[src/hw/mrs_pkg.sv]
// constants, types and register map of the reset sequencer
package mrs_pkg;

	// ------------------------------------------------------------
	// timing
	// ------------------------------------------------------------
	localparam int unsigned CLK_HZ        = 10_000_000;
	localparam int unsigned CLK_PER_US    = CLK_HZ / 1_000_000;
	localparam int unsigned PIN_DELAY_NS  = 5000;   // pin to internal reset delay
	localparam int unsigned PROC_TIME_NS  = 11000;  // reset processing, least figure
	localparam int unsigned HIOSC_STAB_NS = 86000;  // oscillator accuracy wait, least figure
	localparam int unsigned PIN_DELAY_CYC  = (PIN_DELAY_NS * CLK_PER_US + 999) / 1000;
	localparam int unsigned PROC_TIME_CYC  = (PROC_TIME_NS * CLK_PER_US + 999) / 1000;
	localparam int unsigned HIOSC_STAB_CYC = (HIOSC_STAB_NS * CLK_PER_US + 999) / 1000;

	// ------------------------------------------------------------
	// register byte offsets
	// ------------------------------------------------------------
	localparam logic [7:0] OFF_CLK_CTL  = 8'h00;
	localparam logic [7:0] OFF_CLK_MODE = 8'h04;
	localparam logic [7:0] OFF_PORT_LAT = 8'h08;
	localparam logic [7:0] OFF_PORT_DIR = 8'h0C;
	localparam logic [7:0] OFF_MEM_SIZE = 8'h10;
	localparam logic [7:0] OFF_CORE     = 8'h14;
	localparam logic [7:0] OFF_TMR_CNT  = 8'h18;
	localparam logic [7:0] OFF_TMR_CTL  = 8'h1C;
	localparam logic [7:0] OFF_STATUS   = 8'h20;

	// ------------------------------------------------------------
	// values applied by the internal reset, and the oscillator mode once stable
	// ------------------------------------------------------------
	localparam logic [7:0]  RST_CPU_CLOCK_CONTROL = 8'h01;
	localparam logic [7:0]  RST_MAIN_OSC_CONTROL  = 8'h80;
	localparam logic [7:0]  RST_STAB_TIME_SELECT  = 8'h05;
	localparam logic [7:0]  RST_STAB_COUNTER      = 8'h00;
	localparam logic [7:0]  RST_CLOCK_OP_MODE     = 8'h00;
	localparam logic [7:0]  RST_MAIN_CLOCK_MODE   = 8'h00;
	localparam logic [7:0]  RST_INT_OSC_MODE      = 8'h00;
	localparam logic [7:0]  INT_OSC_MODE_STABLE   = 8'h80;
	localparam logic [7:0]  RST_PORT_LATCH        = 8'h00;
	localparam logic [7:0]  RST_PORT_DIR          = 8'hFF;
	localparam logic [7:0]  RST_MIRROR_PORT_DIR   = 8'hFE;
	localparam logic [7:0]  RST_MEMORY_SIZE       = 8'hCF;
	localparam logic [7:0]  RST_EXP_RAM_SIZE      = 8'h0C;
	localparam logic [7:0]  RST_PSW               = 8'h02;
	localparam logic [15:0] RST_TIMER_WORD        = 16'h0000;
	localparam logic [7:0]  RST_TIMER_CTL         = 8'h00;

	// ------------------------------------------------------------
	// field positions
	// ------------------------------------------------------------
	localparam int unsigned MOC_STOP_BIT   = 7;  // main_osc_control: 1 keeps crystal stopped
	localparam int unsigned OPM_SUBOSC_BIT = 6;  // clock_operation_mode: subsystem osc on
	localparam int unsigned OPM_EXTCLK_BIT = 7;  // clock_operation_mode: external clock in
	localparam int unsigned ST_RAM_BIT     = 3;  // status: ram kept over reset
	localparam int unsigned ST_HIOSC_BIT   = 4;  // status: oscillator accuracy reached

	localparam logic [1:0] AXI_OKAY   = 2'h0;
	localparam logic [1:0] AXI_SLVERR = 2'h2;

	// ------------------------------------------------------------
	// types
	// ------------------------------------------------------------
	typedef enum logic [2:0] {
		MRS_ST_RESET = 3'b001,
		MRS_ST_PROC  = 3'b010,
		MRS_ST_RUN   = 3'b100
	} mrs_state_e;

	typedef struct packed {
		logic cpu_clk_en;     // clock supplied to the cpu
		logic hiosc_en;       // internal high-speed oscillator running
		logic hiosc_stable;   // its accuracy wait is over
		logic x1_en;          // main crystal oscillator running
		logic subosc_en;      // subsystem crystal running
		logic lowosc_en;      // internal low-speed oscillator running
		logic ext_clk_valid;  // external clock inputs accepted
		logic osc_pins_port;  // oscillator pins act as plain ports
	} mrs_clk_s;

endpackage

[src/hw/mrs_cycle_timer.sv]
// cycle counter that reports when a run has lasted COUNT cycles
`timescale 1ns/1ps
`default_nettype none

module mrs_cycle_timer
#(
	parameter int unsigned COUNT = 50
)
(
	input  wire logic clk,      // system clock
	input  wire logic sys_rst,  // synchronous reset, high
	input  wire logic ce,       // clock enable
	input  wire logic run,      // count while high, clear while low
	output logic      done      // run has lasted COUNT cycles
);
	localparam int unsigned W = $clog2(COUNT + 1);
	localparam logic [W-1:0] LIMIT = W'(COUNT);

	logic [W-1:0] cnt_reg;

	// ------------------------------------------------------------
	// saturating counter
	// ------------------------------------------------------------
	always_ff @(posedge clk)
	begin
		if (sys_rst)
			cnt_reg <= '0;
		else if (ce)
		begin
			if (!run)
				cnt_reg <= '0;
			else if (cnt_reg != LIMIT)
				cnt_reg <= cnt_reg + W'(1);
		end
	end

	assign done = run && (cnt_reg == LIMIT);

endmodule
`default_nettype wire

[src/hw/mrs_reset_sequencer.sv]
// reset sequencer: merges reset sources, times release, applies reset values
//
// Notes on behaviour
// - processing phase before cpu runs on oscillator
// - oscillator starts at release, accuracy after wait
// - crystal stays stopped until software starts it
// - internal reset follows pin edges after delay
// - ports float during reset and processing wait
// - mirror pin drives low when reset acts
// - watchdog overflow reset also resets watchdog
// - cpu clock and slow oscillators stop in reset
// - external clocks ignored, oscillator pins become ports
// - program counter loaded from two-byte reset vector
// - status word 02H, stack pointer left alone
// - port output latches cleared to 00H
// - directions FFH, mirror port FEH
// - clock registers take their reset values
// - timer counters and controls cleared
// - only program counter undefined during reset
// - standby reset keeps ram contents
// - memory size registers CFH and 0CH
// - oscillator mode 00H, 80H once stable
// - all reset sources act the same
// - detector reset spares detector itself
//
// The implementer's own choices: the register addresses and register access over AXI4-Lite.
`timescale 1ns/1ps
`default_nettype none

module mrs_reset_sequencer
	import mrs_pkg::*;
#(
	parameter int unsigned PIN_DLY   = PIN_DELAY_CYC,   // pin edge delay, cycles
	parameter int unsigned PROC_CYC  = PROC_TIME_CYC,   // processing time, cycles
	parameter int unsigned STAB_CYC  = HIOSC_STAB_CYC,  // oscillator wait, cycles
	parameter int unsigned NUM_PORTS = 4                // byte-wide ports
)
(
	input  wire logic                   clk,            // system clock
	input  wire logic                   sys_rst,        // synchronous reset, high
	input  wire logic                   ce,             // clock enable
	input  wire logic                   ext_rst_n,      // external reset pin, low
	input  wire logic                   wdt_ovf,        // watchdog overflow request
	input  wire logic                   poc_req,        // power_on_clear request
	input  wire logic                   lvd_req,        // low_voltage_detector request
	input  wire logic                   standby,        // cpu is in a standby mode
	input  wire logic [7:0]             vector_lo,      // memory byte at 0000H
	input  wire logic [7:0]             vector_hi,      // memory byte at 0001H
	output logic                        core_rst,       // internal reset to the core
	output logic                        wdt_rst,        // reset to the watchdog
	output logic                        lvd_rst,        // reset to the detector
	output logic                        ram_retain,     // ram kept over this reset
	output mrs_clk_s                    clk_ctl,        // clock enables
	output logic [15:0]                 program_counter,// loaded reset vector
	output logic                        pc_load,        // pulse, counter loaded
	output logic [8*NUM_PORTS-1:0]      port_out,       // port levels, bit 0 mirror pin
	output logic [8*NUM_PORTS-1:0]      port_oe,        // port drive enables
	input  wire logic [7:0]             s_axi_awaddr,   // write address
	input  wire logic                   s_axi_awvalid,  // write address valid
	output logic                        s_axi_awready,  // write address ready
	input  wire logic [31:0]            s_axi_wdata,    // write data
	input  wire logic [3:0]             s_axi_wstrb,    // write byte enables
	input  wire logic                   s_axi_wvalid,   // write data valid
	output logic                        s_axi_wready,   // write data ready
	output logic [1:0]                  s_axi_bresp,    // write response
	output logic                        s_axi_bvalid,   // write response valid
	input  wire logic                   s_axi_bready,   // write response ready
	input  wire logic [7:0]             s_axi_araddr,   // read address
	input  wire logic                   s_axi_arvalid,  // read address valid
	output logic                        s_axi_arready,  // read address ready
	output logic [31:0]                 s_axi_rdata,    // read data
	output logic [1:0]                  s_axi_rresp,    // read response
	output logic                        s_axi_rvalid,   // read data valid
	input  wire logic                   s_axi_rready    // read data ready
);
	localparam int unsigned PW = 8 * NUM_PORTS;

	mrs_state_e      state_reg;
	logic            pin_lvl_reg;
	logic            pin_done;
	logic            proc_done;
	logic            stab_done;
	logic            int_rst;
	logic            wr_en;
	logic            wr_hit;
	logic            rd_hit;
	logic [31:0]     rd_word;
	logic [7:0]      cpu_clock_control_reg;
	logic [7:0]      main_osc_control_reg;
	logic [7:0]      stabilization_time_select_reg;
	logic [7:0]      stabilization_counter_status_reg;
	logic [7:0]      clock_operation_mode_reg;
	logic [7:0]      main_clock_mode_reg;
	logic [7:0]      internal_osc_mode_reg;
	logic [PW-1:0]   port_latch_reg;
	logic [PW-1:0]   port_direction_reg;
	logic [7:0]      memory_size_switch_reg;
	logic [7:0]      expansion_ram_size_switch_reg;
	logic [7:0]      program_status_word_reg;
	logic [15:0]     stack_pointer_reg;
	logic [15:0]     timer_count_reg;
	logic [15:0]     timer_compare_reg;
	logic [31:0]     timer_ctl_reg;

	// byte-lane merge of a write into an old word
	function automatic logic [31:0] merge(input logic [31:0] old, input logic [31:0] d,
		input logic [3:0] strb);
		logic [31:0] r;
		r = old;
		for (int i = 0; i < 4; i++)
		begin
			if (strb[i])
				r[8*i +: 8] = d[8*i +: 8];
		end
		return r;
	endfunction

	// ------------------------------------------------------------
	// pin delay, merged request
	// ------------------------------------------------------------

	// pin level seen inside only after it has stood for the delay
	mrs_cycle_timer #(.COUNT(PIN_DLY)) u_pin_delay
	(
		.clk     (clk),
		.sys_rst (sys_rst),
		.ce      (ce),
		.run     (pin_lvl_reg != !ext_rst_n),
		.done    (pin_done)
	);

	// internal view of the pin follows each edge after the delay
	always_ff @(posedge clk)
	begin
		if (sys_rst)
			pin_lvl_reg <= 1'b1;
		else if (ce && pin_done)
			pin_lvl_reg <= !ext_rst_n;
	end

	// every source gives the same reset
	assign int_rst = pin_lvl_reg | wdt_ovf | poc_req | lvd_req;

	// ------------------------------------------------------------
	// sequence state
	// ------------------------------------------------------------
	mrs_cycle_timer #(.COUNT(PROC_CYC)) u_proc_timer
	(
		.clk     (clk),
		.sys_rst (sys_rst),
		.ce      (ce),
		.run     (state_reg == MRS_ST_PROC),
		.done    (proc_done)
	);

	mrs_cycle_timer #(.COUNT(STAB_CYC)) u_stab_timer
	(
		.clk     (clk),
		.sys_rst (sys_rst),
		.ce      (ce),
		.run     (state_reg != MRS_ST_RESET),
		.done    (stab_done)
	);

	// reset, processing wait, normal run
	always_ff @(posedge clk)
	begin
		if (sys_rst)
			state_reg <= MRS_ST_RESET;
		else if (ce)
		begin
			unique case (state_reg)
				MRS_ST_RESET:
					if (!int_rst)
						state_reg <= MRS_ST_PROC;
				MRS_ST_PROC:
					if (int_rst)
						state_reg <= MRS_ST_RESET;
					else if (proc_done)
						state_reg <= MRS_ST_RUN;
				MRS_ST_RUN:
					if (int_rst)
						state_reg <= MRS_ST_RESET;
				default:
					state_reg <= MRS_ST_RESET;
			endcase
		end
	end

	// reset outputs to core, watchdog and detector
	always_ff @(posedge clk)
	begin
		if (sys_rst)
		begin
			core_rst <= 1'b1;
			wdt_rst  <= 1'b1;
			lvd_rst  <= 1'b1;
		end
		else if (ce)
		begin
			core_rst <= int_rst;
			wdt_rst  <= int_rst;
			lvd_rst  <= pin_lvl_reg | wdt_ovf | poc_req;
		end
	end

	// ram kept when the reset hits a standby cpu
	always_ff @(posedge clk)
	begin
		if (sys_rst)
			ram_retain <= 1'b0;
		else if (ce && int_rst && state_reg == MRS_ST_RUN)
			ram_retain <= standby;
	end

	// program counter taken from the vector as the cpu starts
	always_ff @(posedge clk)
	begin
		if (sys_rst)
		begin
			program_counter <= 16'h0000;
			pc_load         <= 1'b0;
		end
		else if (ce)
		begin
			pc_load <= 1'b0;
			if (state_reg == MRS_ST_PROC && proc_done && !int_rst)
			begin
				program_counter <= {vector_hi, vector_lo};
				pc_load         <= 1'b1;
			end
		end
	end

	// ------------------------------------------------------------
	// clocks and pins
	// ------------------------------------------------------------
	always_ff @(posedge clk)
	begin
		if (sys_rst)
			clk_ctl <= mrs_clk_s'(8'h01);  // all stopped, oscillator pins as ports
		else if (ce)
		begin
			clk_ctl.cpu_clk_en    <= !int_rst && state_reg == MRS_ST_RUN;
			clk_ctl.hiosc_en      <= !int_rst && state_reg != MRS_ST_RESET;
			clk_ctl.hiosc_stable  <= !int_rst && stab_done;
			clk_ctl.x1_en         <= !int_rst && !main_osc_control_reg[MOC_STOP_BIT];
			clk_ctl.subosc_en     <= !int_rst && clock_operation_mode_reg[OPM_SUBOSC_BIT];
			clk_ctl.lowosc_en     <= !int_rst && state_reg != MRS_ST_RESET;
			clk_ctl.ext_clk_valid <= !int_rst && clock_operation_mode_reg[OPM_EXTCLK_BIT];
			clk_ctl.osc_pins_port <= int_rst || !clock_operation_mode_reg[OPM_SUBOSC_BIT];
		end
	end

	// ports float until run, mirror pin driven low meanwhile
	always_ff @(posedge clk)
	begin
		if (sys_rst)
		begin
			port_out <= '0;
			port_oe  <= PW'(1);
		end
		else if (ce)
		begin
			if (int_rst || state_reg != MRS_ST_RUN)
			begin
				port_out <= '0;
				port_oe  <= PW'(1);
			end
			else
			begin
				port_out <= port_latch_reg;
				port_oe  <= ~port_direction_reg;
			end
		end
	end

	// ------------------------------------------------------------
	// register file
	// ------------------------------------------------------------
	assign wr_en = s_axi_awready && s_axi_wready;

	// reset values applied whenever the internal reset stands
	always_ff @(posedge clk)
	begin
		if (sys_rst || (ce && int_rst))
		begin
			cpu_clock_control_reg            <= RST_CPU_CLOCK_CONTROL;
			main_osc_control_reg             <= RST_MAIN_OSC_CONTROL;
			stabilization_time_select_reg    <= RST_STAB_TIME_SELECT;
			stabilization_counter_status_reg <= RST_STAB_COUNTER;
			clock_operation_mode_reg         <= RST_CLOCK_OP_MODE;
			main_clock_mode_reg              <= RST_MAIN_CLOCK_MODE;
			port_latch_reg                   <= {NUM_PORTS{RST_PORT_LATCH}};
			port_direction_reg <= {{(NUM_PORTS-1){RST_PORT_DIR}}, RST_MIRROR_PORT_DIR};
			memory_size_switch_reg           <= RST_MEMORY_SIZE;
			expansion_ram_size_switch_reg    <= RST_EXP_RAM_SIZE;
			program_status_word_reg          <= RST_PSW;
			timer_count_reg                  <= RST_TIMER_WORD;
			timer_compare_reg                <= RST_TIMER_WORD;
			timer_ctl_reg                    <= {4{RST_TIMER_CTL}};
		end
		else if (ce && wr_en)
		begin
			// other state held until a write; nothing else changes in reset
			unique case (s_axi_awaddr)
				OFF_CLK_CTL:
					{stabilization_time_select_reg, main_osc_control_reg,
						cpu_clock_control_reg} <= 24'(merge({8'h00,
						stabilization_time_select_reg, main_osc_control_reg,
						cpu_clock_control_reg}, s_axi_wdata, s_axi_wstrb));
				OFF_CLK_MODE:
					{main_clock_mode_reg, clock_operation_mode_reg} <= 16'(merge({16'h0000,
						main_clock_mode_reg, clock_operation_mode_reg},
						s_axi_wdata, s_axi_wstrb));
				OFF_PORT_LAT:
					port_latch_reg <= PW'(merge(32'(port_latch_reg), s_axi_wdata, s_axi_wstrb));
				OFF_PORT_DIR:
					port_direction_reg <= PW'(merge(32'(port_direction_reg), s_axi_wdata,
						s_axi_wstrb));
				OFF_MEM_SIZE:
					{expansion_ram_size_switch_reg, memory_size_switch_reg} <= 16'(merge(
						{16'h0000, expansion_ram_size_switch_reg, memory_size_switch_reg},
						s_axi_wdata, s_axi_wstrb));
				OFF_CORE:
					program_status_word_reg <= 8'(merge({24'h000000, program_status_word_reg},
						s_axi_wdata, s_axi_wstrb));
				OFF_TMR_CNT:
					{timer_compare_reg, timer_count_reg} <= merge({timer_compare_reg,
						timer_count_reg}, s_axi_wdata, s_axi_wstrb);
				OFF_TMR_CTL:
					timer_ctl_reg <= merge(timer_ctl_reg, s_axi_wdata, s_axi_wstrb);
				default:
					timer_ctl_reg <= timer_ctl_reg;
			endcase
		end
	end

	// stack pointer never touched by the internal reset
	always_ff @(posedge clk)
	begin
		if (sys_rst)
			stack_pointer_reg <= 16'h0000;
		else if (ce && wr_en && !int_rst && s_axi_awaddr == OFF_CORE)
			stack_pointer_reg <= 16'(merge({stack_pointer_reg, 16'h0000}, s_axi_wdata,
				s_axi_wstrb) >> 16);
	end

	// oscillator mode reads 00H until the accuracy wait is over
	always_ff @(posedge clk)
	begin
		if (sys_rst || (ce && int_rst))
			internal_osc_mode_reg <= RST_INT_OSC_MODE;
		else if (ce && stab_done)
			internal_osc_mode_reg <= INT_OSC_MODE_STABLE;
	end

	// read multiplexer
	always_comb
	begin
		rd_hit  = 1'b1;
		rd_word = 32'h00000000;
		unique case (s_axi_araddr)
			OFF_CLK_CTL:  rd_word = {8'h00, stabilization_time_select_reg,
				main_osc_control_reg, cpu_clock_control_reg};
			OFF_CLK_MODE: rd_word = {internal_osc_mode_reg, stabilization_counter_status_reg,
				main_clock_mode_reg, clock_operation_mode_reg};
			OFF_PORT_LAT: rd_word = 32'(port_latch_reg);
			OFF_PORT_DIR: rd_word = 32'(port_direction_reg);
			OFF_MEM_SIZE: rd_word = {16'h0000, expansion_ram_size_switch_reg,
				memory_size_switch_reg};
			OFF_CORE:     rd_word = {stack_pointer_reg, 8'h00, program_status_word_reg};
			OFF_TMR_CNT:  rd_word = {timer_compare_reg, timer_count_reg};
			OFF_TMR_CTL:  rd_word = timer_ctl_reg;
			OFF_STATUS:   rd_word = {program_counter, 11'h000, clk_ctl.hiosc_stable,
				ram_retain, state_reg};
			default:      rd_hit = 1'b0;
		endcase
	end

	assign wr_hit = s_axi_awaddr <= OFF_TMR_CTL && s_axi_awaddr[1:0] == 2'h0;

	// ------------------------------------------------------------
	// axi4-lite handshakes
	// ------------------------------------------------------------

	// address and data taken together, response a cycle later
	always_ff @(posedge clk)
	begin
		if (sys_rst)
		begin
			s_axi_awready <= 1'b0;
			s_axi_wready  <= 1'b0;
			s_axi_bvalid  <= 1'b0;
			s_axi_bresp   <= AXI_OKAY;
		end
		else if (ce)
		begin
			s_axi_awready <= 1'b0;
			s_axi_wready  <= 1'b0;
			if (s_axi_awvalid && s_axi_wvalid && !s_axi_awready && !s_axi_bvalid)
			begin
				s_axi_awready <= 1'b1;
				s_axi_wready  <= 1'b1;
			end
			if (wr_en)
			begin
				s_axi_bvalid <= 1'b1;
				s_axi_bresp  <= wr_hit ? AXI_OKAY : AXI_SLVERR;
			end
			else if (s_axi_bvalid && s_axi_bready)
				s_axi_bvalid <= 1'b0;
		end
	end

	// read answered the cycle after the address is taken
	always_ff @(posedge clk)
	begin
		if (sys_rst)
		begin
			s_axi_arready <= 1'b0;
			s_axi_rvalid  <= 1'b0;
			s_axi_rdata   <= 32'h00000000;
			s_axi_rresp   <= AXI_OKAY;
		end
		else if (ce)
		begin
			s_axi_arready <= s_axi_arvalid && !s_axi_arready && !s_axi_rvalid;
			if (s_axi_arready)
			begin
				s_axi_rvalid <= 1'b1;
				s_axi_rdata  <= rd_word;
				s_axi_rresp  <= rd_hit ? AXI_OKAY : AXI_SLVERR;
			end
			else if (s_axi_rvalid && s_axi_rready)
				s_axi_rvalid <= 1'b0;
		end
	end

endmodule
`default_nettype wire

[config.mk]
export PLATFORM = sky130hd
export DESIGN_NAME = mrs_reset_sequencer
export DESIGN_NICKNAME = d
export VERILOG_FILES = /design/src/hw/mrs_pkg.sv /design/src/hw/mrs_cycle_timer.sv /design/src/hw/mrs_reset_sequencer.sv
export SDC_FILE = /design/constraint.sdc
export NUM_CORES = 1
export LEC_CHECK = 0
export CELL_PAD_IN_SITES_DETAIL_PLACEMENT = 1
export CELL_PAD_IN_SITES_GLOBAL_PLACEMENT = 1
export CORE_MARGIN = 8
export CORE_UTILIZATION = 51
export DETAILED_ROUTE_END_ITERATION = 8
export DONT_BUFFER_PORTS = 1
export GPL_ROUTABILITY_DRIVEN = 0
export PLACE_DENSITY_LB_ADDON = 0.05
export SLEW_MARGIN = 20
export SYNTH_ARGS = -nofsm -noshare
export SYNTH_HDL_FRONTEND = slang
export SYNTH_SLANG_ARGS = --single-unit
[constraint.sdc]
create_clock -name clk -period 5.8 [get_ports clk]
set_input_delay 0.58 -clock clk [delete_from_list [all_inputs] [get_ports clk]]
set_output_delay 0.58 -clock clk [all_outputs]
set_load 0.1 [all_outputs]
# After elaboration in Yosys (flattened, before gate mapping)
# Index checks and enable logic that the tools add are counted.
# Widths: inputs -> output; s select.
# totals
reg_bits,367
in_bits,81
output_inout_bits,134
# op_classes
n_addsub,3
n_reduce_logical,78
muxes,23
eq_ne,33
bitwise_logic,4
magnitude_cmp,1
# ops
cell,n
$pmux 32 s9,1
$reduce_and 3->1,24
$eq 8x5->1 const B,8
$mux 32,2
$eq 8x4->1 const B,4
$not 32->32,1
$logic_and 1x1->1,26
$mux 10,2
$reduce_and 2->1,10
$eq 8x3->1 const B,2
$logic_not 8->1,2
$mux 7,2
$mux 3,4
$mux 6,2
$add 10x1->10 const B,1
$eq 10x10->1 const B,1
$ne 10x10->1 const B,1
$ne 2x2->1 const B,5
$pmux 3 s3,1
$reduce_or 9->1,1
$eq 8x6->1 const B,1
$le 8x5->1 const B,1
$logic_not 1->1,8
$add 7x1->7 const B,1
other kinds (18),31

# Logic depth before layout (Yosys ltp)
# Gate-level depths: netlist of run 1.
# logic_depth
ltp_word,7
mapped_depth,9
depth_no_buf,7

# Cells and area by module
# From an unflattened synthesis of run 1, not the netlist that was laid out.
# hier_totals
hier_cells,1781
area_unflattened_um2,15551.2
# by_module_without_submodules
mod,area_each_um2,cells_per_inst,n_inst
mrs_reset_sequencer,14099.8,1615,1
mrs_cycle_timer (u_stab_timer),598.1,70,1
mrs_cycle_timer (u_proc_timer),494.2,56,1
mrs_cycle_timer (u_pin_delay),359.1,40,1

# Worst setup path after synthesis of run 1
# OpenSTA, ideal clock, no wires.
# synth_timing
kind,register to register
startpoint,reg s_axi_wready
endpoint,reg port_direction_reg[16]
arrival_ns,2.384
setup_time_ns,0.129
path_buffers,1
stages_incl_launch_ff,7
slack_ns,3.286
path_cell_list,dfxtp_1 -> nand2_1 -> nor4b_4 -> buf_6 -> nand3_2 -> mux2i_1 -> nand2_1
# synth_via
elab_chain_len,2
# synth_lines
item,line_no,text
from (decl),mrs_reset_sequencer.sv:64,"output logic s_axi_wready,"
from (signal assigned),mrs_reset_sequencer.sv:393,s_axi_wready <= 1'b0;
from (signal assigned),mrs_reset_sequencer.sv:400,s_axi_wready <= 1'b0;
from (signal assigned),mrs_reset_sequencer.sv:404,s_axi_wready <= 1'b1;
$logic_and 1x1->1,mrs_reset_sequencer.sv:303,else if (ce && wr_en)
$reduce_and 3->1 (no source line),--,
to (signal assigned),mrs_reset_sequencer.sv:295,"port_direction_reg <= {{(NUM_PORTS-1){RST_PORT_DIR}}, RST_MIRROR_PORT_DIR};"
to (signal assigned),mrs_reset_sequencer.sv:319,"port_direction_reg <= PW'(merge(32'(port_direction_reg), s_axi_wdata,"
to (decl),mrs_reset_sequencer.sv:96,logic [PW-1:0] port_direction_reg;
# No other way between the ends.
# A chain may end at the register's enable or synchronous reset.

# Worst setup path in the final report of run 1
# layout_timing
startpoint,reg s_axi_wready
endpoint,reg port_direction_reg[28]
# Same word-level chain as after synthesis.

==> run_results.csv, run 1 <==
group,metric,value,unit
critical_path,cp_max_fo,14,
yosys,synth_edf_count,0,
sta,rsz0062_at_grt,"false",
drt,first_pass_iters,7,
drt,vias,13194,
drt,routed_wl,53300,µm
critical_path,worstSetupPathType,"reg2reg",
clock_network,clock_latency,0.52,ns
floorplan,fp.dieArea,34800,µm²
floorplan,core,28700,µm²
sta,hold_ws,0.127,ns
clock_network,postCtsSetupBuffers,0,
critical_path,critical_path.max_stage_delay,1.07,ns
drt,ant_nets,0,
global_routing,grt_pass1_wl,81100,µm
global_routing,grtUsageTotal,29.2,%
yosys,ys_types,68,
critical_path,cpMostUsedCell,"nand2_1",
final_layout,fillers,3373,
clock_network,cts_tree,"yes",
clock_network,cts_buffer_depth,3,
worst_hold_path,min_from,"sys_rst",
final_layout,area_growth,9.50,%
sta,min_period,3.51,ns
sta,post-route-period-util,60.5,%
yosys,ys_warn_count,0,
global_routing,grt.overflow.total,0,
drt,viasPerCell,6.35,
final_layout,antenna_cells,0,
clock_network,cts_made_buffers,39,
critical_path,crit_buf_inv,0,
critical_path,critPathSlowestCell,"dfxtp_2",
critical_path,cp_num_cells,5,
global_routing,grt_pass1_vias,13067,
final_layout,drive_gt1_share,7.20,%
final_layout,post-route-util,56.6,%
sta,setup_violations,0,
power,max-vdd-ir-drop,0.000255,V
placed_design,portBuffers,0,
critical_path,cp-end-kind,"flip-flop",
sta,drv_slew,0,
sta,finClkSkew,0.00920,ns
critical_path,cp-endpoint,"port_direction_reg[28]",
critical_path,cp_top_family,"simple AND/OR/NAND/NOR gates",
clock_network,cts_sinks,365,
clock_network,htreeDepth,2,
floorplan,start_util,51.6,%
sta,finalHoldViolCount,0,
critical_path,cp.required,6.19,ns
global_routing,antenna_found_initial,1,
yosys,synth-seq-cells,365,
critical_path,worstPathArrival,3.89,ns
clock_network,holdBufCountCts,0,
power,totalPowerFinal,0.00524,W
critical_path,cp_cell_sequence,"nand2_1 > nor4b_4 > nand3_2 > mux2i_1 > nand2_1",
critical_path,start_kind,"flip-flop",
critical_path,regToRegStartpoint,"s_axi_wready",
critical_path,startpoint,"s_axi_wready",
yosys,synthArstFlopShare,0,%
drt,drt-initial-drc-count,1130,
job,drv_cap,0,
final_layout,final_nets,1757,
yosys,synthCells,1742,
drt,drcViolationCount,0,
worst_hold_path,hold_class,"in2reg",
final_layout,multi_input_area,6980,µm²
sta,maxSlewHeadroom,22.8,%
sta,worst_pin_slew,1.15,ns
critical_path,rrSetupSlack,2.29,ns
floorplan,pin_count,215,
outcome,status,"finished, final reports clean",
yosys,avgSynthCellArea,8.51,µm²
floorplan,die-height,186,µm
clock_network,cts_resized,0,
drt,post_drt_wl_per_cell,25.6,µm
sta,fmax,0.285,GHz
power,power_leakage,5.69,nW
critical_path,reg2reg_to,"port_direction_reg[28]",
clock_network,clk_pin_slew,0.06,ns
sta,setup_tns,0,ns
clock_network,cts-root-buf,"clkbuf_16",
final_layout,ff_latch_area,7310,µm²
yosys,syn_area,14800,µm²
power,power_density,323,nW/µm²
yosys,synth_top_flop_cell,"dfxtp_1",
placed_design,dp_hpwl,36600,µm
floorplan,die-width,186,µm
floorplan,rows,62,
critical_path,reg2reg_depth,5,
yosys,yosysSeqAreaShare,49.3,%
global_routing,grt_max_degree,126,
==> metal layers <==
layer  share of wire, %  vias up  wire, µm  global-route usage, %
li1                   -     5983         -                      -
met1                 43     6565     22900                   38.3
met2                 45      532     23900                   45.7
met3                9.0      112      4780                   8.07
met4                3.3        2      1750                   10.0
met5              0.021        -        11                      0
==> cell usage after synthesis (all sizes together) (13+ instances only) <==
cell	n	share of area, %
a21oi	160	5.4
a22oi	59	3.0
and3	15	0.63
buf	51	1.9
clkbuf	79	2.0
dfxtp	365	49
mux2	20	1.5
mux2i	66	4.5
nand2	318	8.1
nand3	142	4.9
nor2	148	3.7
nor3	13	0.51
o21ai	147	5.0
==> where the power goes <==
group	switching [W]	internal [W]	leakage (nW)	total, W
Combinational	0.000109	0.0000395	2.11	0.000148
Sequential	0.0000212	0.00251	2.94	0.00253
Clock	0.000998	0.00156	0.638	0.00256
==> logic make-up (layout without fill, tap and decap cells) <==
kind of cell	Yosys count	count (layout)	share of synthesized area, %
compound gates	435	435	17.3
other cells	1	2	0.0253
xor+xnor	12	12	0.709
mux	91	91	6.74
flops	365	365	49.3
fa+ha+maj	6	6	0.506
buf+inv	136	87	4.07
simple gates	696	696	21.4
==> how the worst min path moves through the flow <==
| stage | to | slack (ns) | cells past startpoint |
|---|---|---|---|
| 2_1_floorplan | timer_ctl_reg[16] | 0.43 | 2 |
| 3_3_place_gp | stack_pointer_reg[6] | 0.43 | 2 |
| 3_5_place_dp | stack_pointer_reg[0] | 0.44 | 2 |
| 4_1_cts | s_axi_wready | 0.12 | 1 |
| 5_1_grt | s_axi_wready | 0.11 | 1 |
| 6_report | program_counter[14] | 0.13 | 1 |
==> layout by cell type, fill, tap and decap left out, drive strengths merged, types with 8 or more instances in the layout <==
cell	instances
a22o	12
clkbuf	58
buf	16
a22oi	59
o21ai	147
nand4	11
o22ai	11
and2	11
nand3	142
nor3	13
and3	15
xor2	9
nand2	318
mux2i	66
nor2	148
a21oi	160
a222oi	8
mux2	20
dfxtp	365
==> per-stage QoR <==
stage / setup WS, ns / cells / instance area, µm²
final: 2.29 / 2078 / 16200
after global routing: 2.16 / 2078 / 16200
after CTS: 2.39 / 2078 / 16200
after detailed placement: 2.47 / 2013 / 14900
after global placement: 2.61 / 2013 / 14900
after floorplan: 3.29 / 1743 / 14800
==> layout make-up <==
class / count / area share [%]
sequential: 365 / 45.0
inverter: 6 / 0.139
clock buffer: 58 / 7.21
clock inverter: 7 / 0.848
tap: 384 / 2.96
multi-input combinational: 1242 / 43.0
timing repair buffer: 16 / 0.817
==> worst register-to-register path, delay by kind of cell (launching register included) <==
kind	cells	cell delay [ns]
mux	1	0.30
flops	1	1.07
simple gates	4	2.00
No activity file was read; power rests on OpenSTA's default activity.
==> run 2, diff against run 1 <==
ABC_AREA = 1   (was unset)
CORE_UTILIZATION = 41   (was 51)
clock period = 2.82 ns   (was 5.8 ns; I/O delays follow)
==> run_results.csv, run 2 <==
group,metric,value,unit
power,max-vdd-ir-drop,0.000442,V
drt,first_pass_iters,7,
critical_path,cp_cell_sequence,"nand2_2 > inv_2 > nand2_1 > inv_1 > nand3_1 > o21ai_0 > a21oi_1",
placed_design,portBuffers,0,
drt,routed_wl,63400,µm
floorplan,die-height,213,µm
critical_path,critical_path.max_stage_delay,0.53,ns
clock_network,cts_resized,0,
yosys,ys_types,43,
critical_path,worstPathArrival,2.72,ns
final_layout,fillers,4868,
sta,min_period,2.30,ns
clock_network,htreeDepth,2,
yosys,synth_edf_count,0,
outcome,status,"finished, final reports clean",
global_routing,grt_pass1_wl,95900,µm
global_routing,grt_max_degree,90,
floorplan,rows,72,
drt,viasPerCell,5.51,
drt,drt-initial-drc-count,1038,
sta,setup_violations,0,
yosys,synthCells,2245,
power,power_density,629,nW/µm²
sta,rsz0062_at_grt,"false",
drt,drcViolationCount,0,
critical_path,start_kind,"flip-flop",
yosys,synth-seq-cells,365,
global_routing,grt_pass1_vias,15967,
global_routing,grtUsageTotal,27.4,%
power,power_leakage,7.57,nW
yosys,synth_top_area_share,46.1,%
floorplan,core,38500,µm²
yosys,synth_top_area_cell,"dfxtp_1",
clock_network,cts_sinks,365,
critical_path,worstSetupPathType,"reg2reg",
yosys,synth_common_cells,"nand2_1 (454), dfxtp_1 (365), nand3_1 (321)",
critical_path,cp_max_fo,16,
sta,fmax,0.435,GHz
critical_path,cp-end-kind,"flip-flop",
placed_design,dp_hpwl,42600,µm
yosys,ys_warn_count,0,
clock_network,cts-root-buf,"clkbuf_16",
final_layout,drive_gt1_share,9.96,%
critical_path,cp.required,3.24,ns
floorplan,fp.dieArea,45200,µm²
worst_hold_path,hold_class,"in2reg",
sta,drv_slew,0,
sta,finalHoldViolCount,0,
job,drv_cap,0,
power,totalPowerFinal,0.0118,W
clock_network,postCtsSetupBuffers,0,
critical_path,crit_buf_inv,2,
global_routing,antenna_found_initial,4,
critical_path,cp_top_family,"simple AND/OR/NAND/NOR gates",
clock_network,clock_latency,0.57,ns
yosys,syn_area,15900,µm²
yosys,synth_area_leaders,"dfxtp_1 (46%), nand2_1 (11%), nand3_1 (10%)",
yosys,yosysMostFrequentCell,"nand2_1",
drt,post_drt_wl_per_cell,22.1,µm
floorplan,start_util,41.2,%
floorplan,die-width,213,µm
sta,worst_pin_slew,1.09,ns
clock_network,cts_tree,"yes",
sta,finClkSkew,0.0213,ns
yosys,synth_top_flop_cell,"dfxtp_1",
drt,ant_nets,0,
final_layout,area_growth,18.0,%
sta,maxSlewHeadroom,27.3,%
final_layout,final_nets,2402,
final_layout,final_common_cell,"nand2_1",
floorplan,pin_count,215,
yosys,yosysSeqAreaShare,46.1,%
clock_network,cts_buffer_depth,3,
final_layout,final_cell_mix,"nand2_1 (454), dfxtp_1 (362), nand3_1 (321)",
sta,post-route-period-util,81.5,%
clock_network,cts_made_buffers,43,
yosys,synthArstFlopShare,0,%
drt,vias,15808,
sta,setup_tns,0,ns
clock_network,clk_pin_slew,0.06,ns
critical_path,critPathSlowestCell,"nand3_1",
yosys,avgSynthCellArea,7.07,µm²
global_routing,grt.overflow.total,0,
-- run 2: cell type report --
type	instances	area, µm²	share of cell area [%]
clock inverters	18	149	0.795
multi-input cells	1560	7240	38.7
inverters	198	746	3.98
well taps	518	648	3.46
flip-flops and latches	365	7310	39.1
diodes	4	10.0	0.0535
clock buffers	61	1290	6.87
repair buffers	147	1330	7.12
-- run 2: logic make-up after synthesis --
family / Yosys count / synth area share [%]
adders and majority gates: 6 / 0.473
xor gates and xnor gates: 7 / 0.386
DFF: 365 / 46.1
and+or+nand+nor: 1134 / 31.0
other: 1 / 0.0236
buffers and inverters: 321 / 8.53
AOI/OAI and AO/OA: 411 / 13.5
-- run 2: power by group --
part,switching (W),internal [W],total [W]
clock,0.00230,0.00336,0.00566
combinational,0.000622,0.000215,0.000836
sequential,0.0000883,0.00520,0.00529
-- run 2: worst reg2reg max path: cells and delay by family (launching register included) --
family / cells / cell delay (ns)
AO/OA/AOI/OAI: 2 / 0.48
buffers and inverters: 2 / 0.54
flip-flops: 1 / 0.33
AND/OR/NAND/NOR: 3 / 0.81
-- run 2: repair_timing --
action	4_1_cts	5_1_grt
endpoints found under the setup margin	0	0
endpoints found under the hold margin	320	0
hold buffers	58	0
-- run 2: metal layers --
layer  part of all wire, %  vias up  GRT usage, %  routed length, µm
met5                 0.022        -             0                 14
met4                   3.2        2          10.3               2030
met3                   6.3      108          5.37               3970
met2                    46      441          44.7              29300
met1                    44     7786          35.7              28100
li1                      -     7471             -                  -
-- run 2: metrics by stage --
stage	util (%)	setup WS [ns]	area, µm²	std cells	hold WS (ns)
after floorplan	-	0.669	15900	2246	0.393
after global placement	43.3	0.745	16700	2730	0.369
after detailed placement	43.3	0.659	16700	2730	0.371
after CTS	48.6	0.567	18700	2867	0.00630
after global routing	48.6	0.430	18700	2868	0.0245
final	48.7	0.521	18700	2871	0.0268
-- run 2: worst paths after layout --
check                                           start               endpoint  slack (ns)  cells after the start
worst max-delay path                     s_axi_wready   timer_compare_reg[3]        0.52                      7
worst min-delay path                          sys_rst        s_axi_rdata[23]        0.03                      3
worst max register to register           s_axi_wready   timer_compare_reg[3]        0.52                      7
worst min register to register  timer_compare_reg[14]  timer_compare_reg[14]        0.45                      2
==> run 3, diff against run 2 <==
clock period = 1.9 ns   (was 2.82 ns; I/O delays follow)
==> run_results.csv, run 3 (synthesis gave the netlist of run 2 again) <==
group,metric,value,unit
outcome,status,"finished, final reports clean",
final_layout,final_nets,2537,
sta,fmax,0.552,GHz
power,power_density,872,nW/µm²
sta,finalHoldViolCount,0,
drt,drcViolationCount,0,
sta,hold_ws,0.0336,ns
global_routing,grt_max_degree,89,
global_routing,antenna_found_initial,3,
final_layout,final_cell_mix,"nand2_1 (452), dfxtp_1 (362), nand3_1 (320)",
clock_network,cts-root-buf,"clkbuf_16",
floorplan,fp.dieArea,45200,µm²
clock_network,cts_made_buffers,43,
critical_path,crit_buf_inv,3,
clock_network,cts_buffer_depth,3,
placed_design,dp_cells,2855,
power,power_leakage,8.25,nW
sta,rsz0062_at_grt,"true",
final_layout,area_growth,25.2,%
critical_path,cp_max_fo,36,
final_layout,final_area,19900,µm²
global_routing,grt_pass1_vias,16623,
critical_path,critPathSlowestCell,"inv_2",
critical_path,worstSetupPathType,"reg2reg",
final_layout,final_common_cell,"nand2_1",
drt,vias,16247,
drt,wl_met2,31500,µm
placed_design,dp_hpwl,44700,µm
final_layout,drive_gt1_share,14.4,%
drt,wl_met1,27700,µm
clock_network,clk_pin_slew,0.06,ns
drt,first_pass_iters,6,
final_layout,fin_cells,3000,
global_routing,grt.overflow.total,0,
sta,worst_pin_slew,0.736,ns
power,max-vdd-ir-drop,0.000529,V
final_layout,fillers,4832,
clock_network,cts_tree,"yes",
placed_design,place_ws,0.0666,ns
sta,fin_ws,0.0890,ns
sta,setup_violations,0,
clock_network,clock_latency,0.57,ns
drt,route.met3.wl,4100,µm
drt,highest_layer,"met5",
final_layout,post-route-util,51.6,%
critical_path,cp_cell_sequence,"inv_2 > nand2_2 > nor2_4 > nand2_2 > nand2_2 > inv_2 > nor2_4 > inv_2 > a21oi_1",
sta,min_period,1.81,ns
floorplan,pin_count,215,
drt,viasPerCell,5.42,
critical_path,start_kind,"flip-flop",
clock_network,htreeDepth,2,
job,drv_cap,0,
floorplan,rows,72,
global_routing,grt_pass1_wl,98400,µm
sta,maxSlewHeadroom,50.8,%
sta,drv_slew,0,
global_routing,grtUsageTotal,28.0,%
sta,post-route-period-util,95.3,%
floorplan,die-width,213,µm
critical_path,worstPathArrival,2.21,ns
placed_design,place_area,17700,µm²
floorplan,core,38500,µm²
clock_network,cts_sinks,365,
critical_path,cp-end-kind,"flip-flop",
drt,drt-initial-drc-count,1046,
sta,finClkSkew,0.0215,ns
drt,post_drt_wl_per_cell,21.6,µm
floorplan,start_util,41.2,%
critical_path,cp.required,2.30,ns
floorplan,die-height,213,µm
placed_design,portBuffers,0,
drt,routed_wl,64800,µm
critical_path,cp_top_family,"buffers and inverters",
drt,ant_nets,0,
worst_hold_path,hold_class,"in2reg",
critical_path,critical_path.max_stage_delay,0.57,ns
run 3: per-layer routing:
metal / vias up / GRT usage (%)
li1: 7704 / -
met1: 8059 / 34.9
met2: 388 / 48.3
met3: 94 / 5.78
met4: 2 / 8.16
met5: - / 0
run 3: repair_timing:
action,CTS,global route
setup buffers,0,6
gates resized for setup,0,8
endpoints found under the hold margin,325,0
hold buffers,61,0
endpoints found under the setup margin,0,161
run 3: final timing paths:
check,start,to,slack [ns],cells past startpoint
worst max-delay path,pin_lvl_reg,timer_ctl_reg[5],0.09,9
worst min-delay path,sys_rst,u_pin_delay.cnt_reg[1],0.03,2
worst max register to register,pin_lvl_reg,timer_ctl_reg[5],0.09,9
worst min register to register,program_status_word_reg[6],program_status_word_reg[6],0.44,2
run 3: where the power goes:
group	switching, W	leakage (nW)	internal, W
Combinational	0.00104	4.65	0.000435
Sequential	0.0000505	2.94	0.00772
Clock	0.00329	0.661	0.00478
run 3: worst reg2reg max path: cells and delay by family (launching register included):
| kind | cells | cell delay, ns |
|---|---|---|
| AO/OA/AOI/OAI | 1 | 0.12 |
| flip-flops | 1 | 0.37 |
| AND/OR/NAND/NOR | 5 | 0.44 |
| buffers and inverters | 3 | 0.73 |
run 3: through the flow:
| step | power [W] | setup TNS, ns |
|---|---|---|
| finish | 0.0173 | 0 |
| global route | 0.0178 | -0.0592 |
| CTS | 0.0174 | 0 |
| detailed placement | 0.00910 | 0 |
| global placement | 0.00907 | 0 |
| floorplan | 0.00869 | 0 |
run 3: layout make-up:
class | count | area (µm²) | area share (%)
antenna | 2 | 5.00 | 0.0252
clock buffer | 69 | 1300 | 6.53
clock inverter | 6 | 57.6 | 0.290
inverter | 198 | 753 | 3.79
multi-input combinational | 1560 | 7250 | 36.5
sequential | 365 | 7310 | 36.8
tap | 518 | 648 | 3.26
timing repair buffer | 282 | 2530 | 12.8
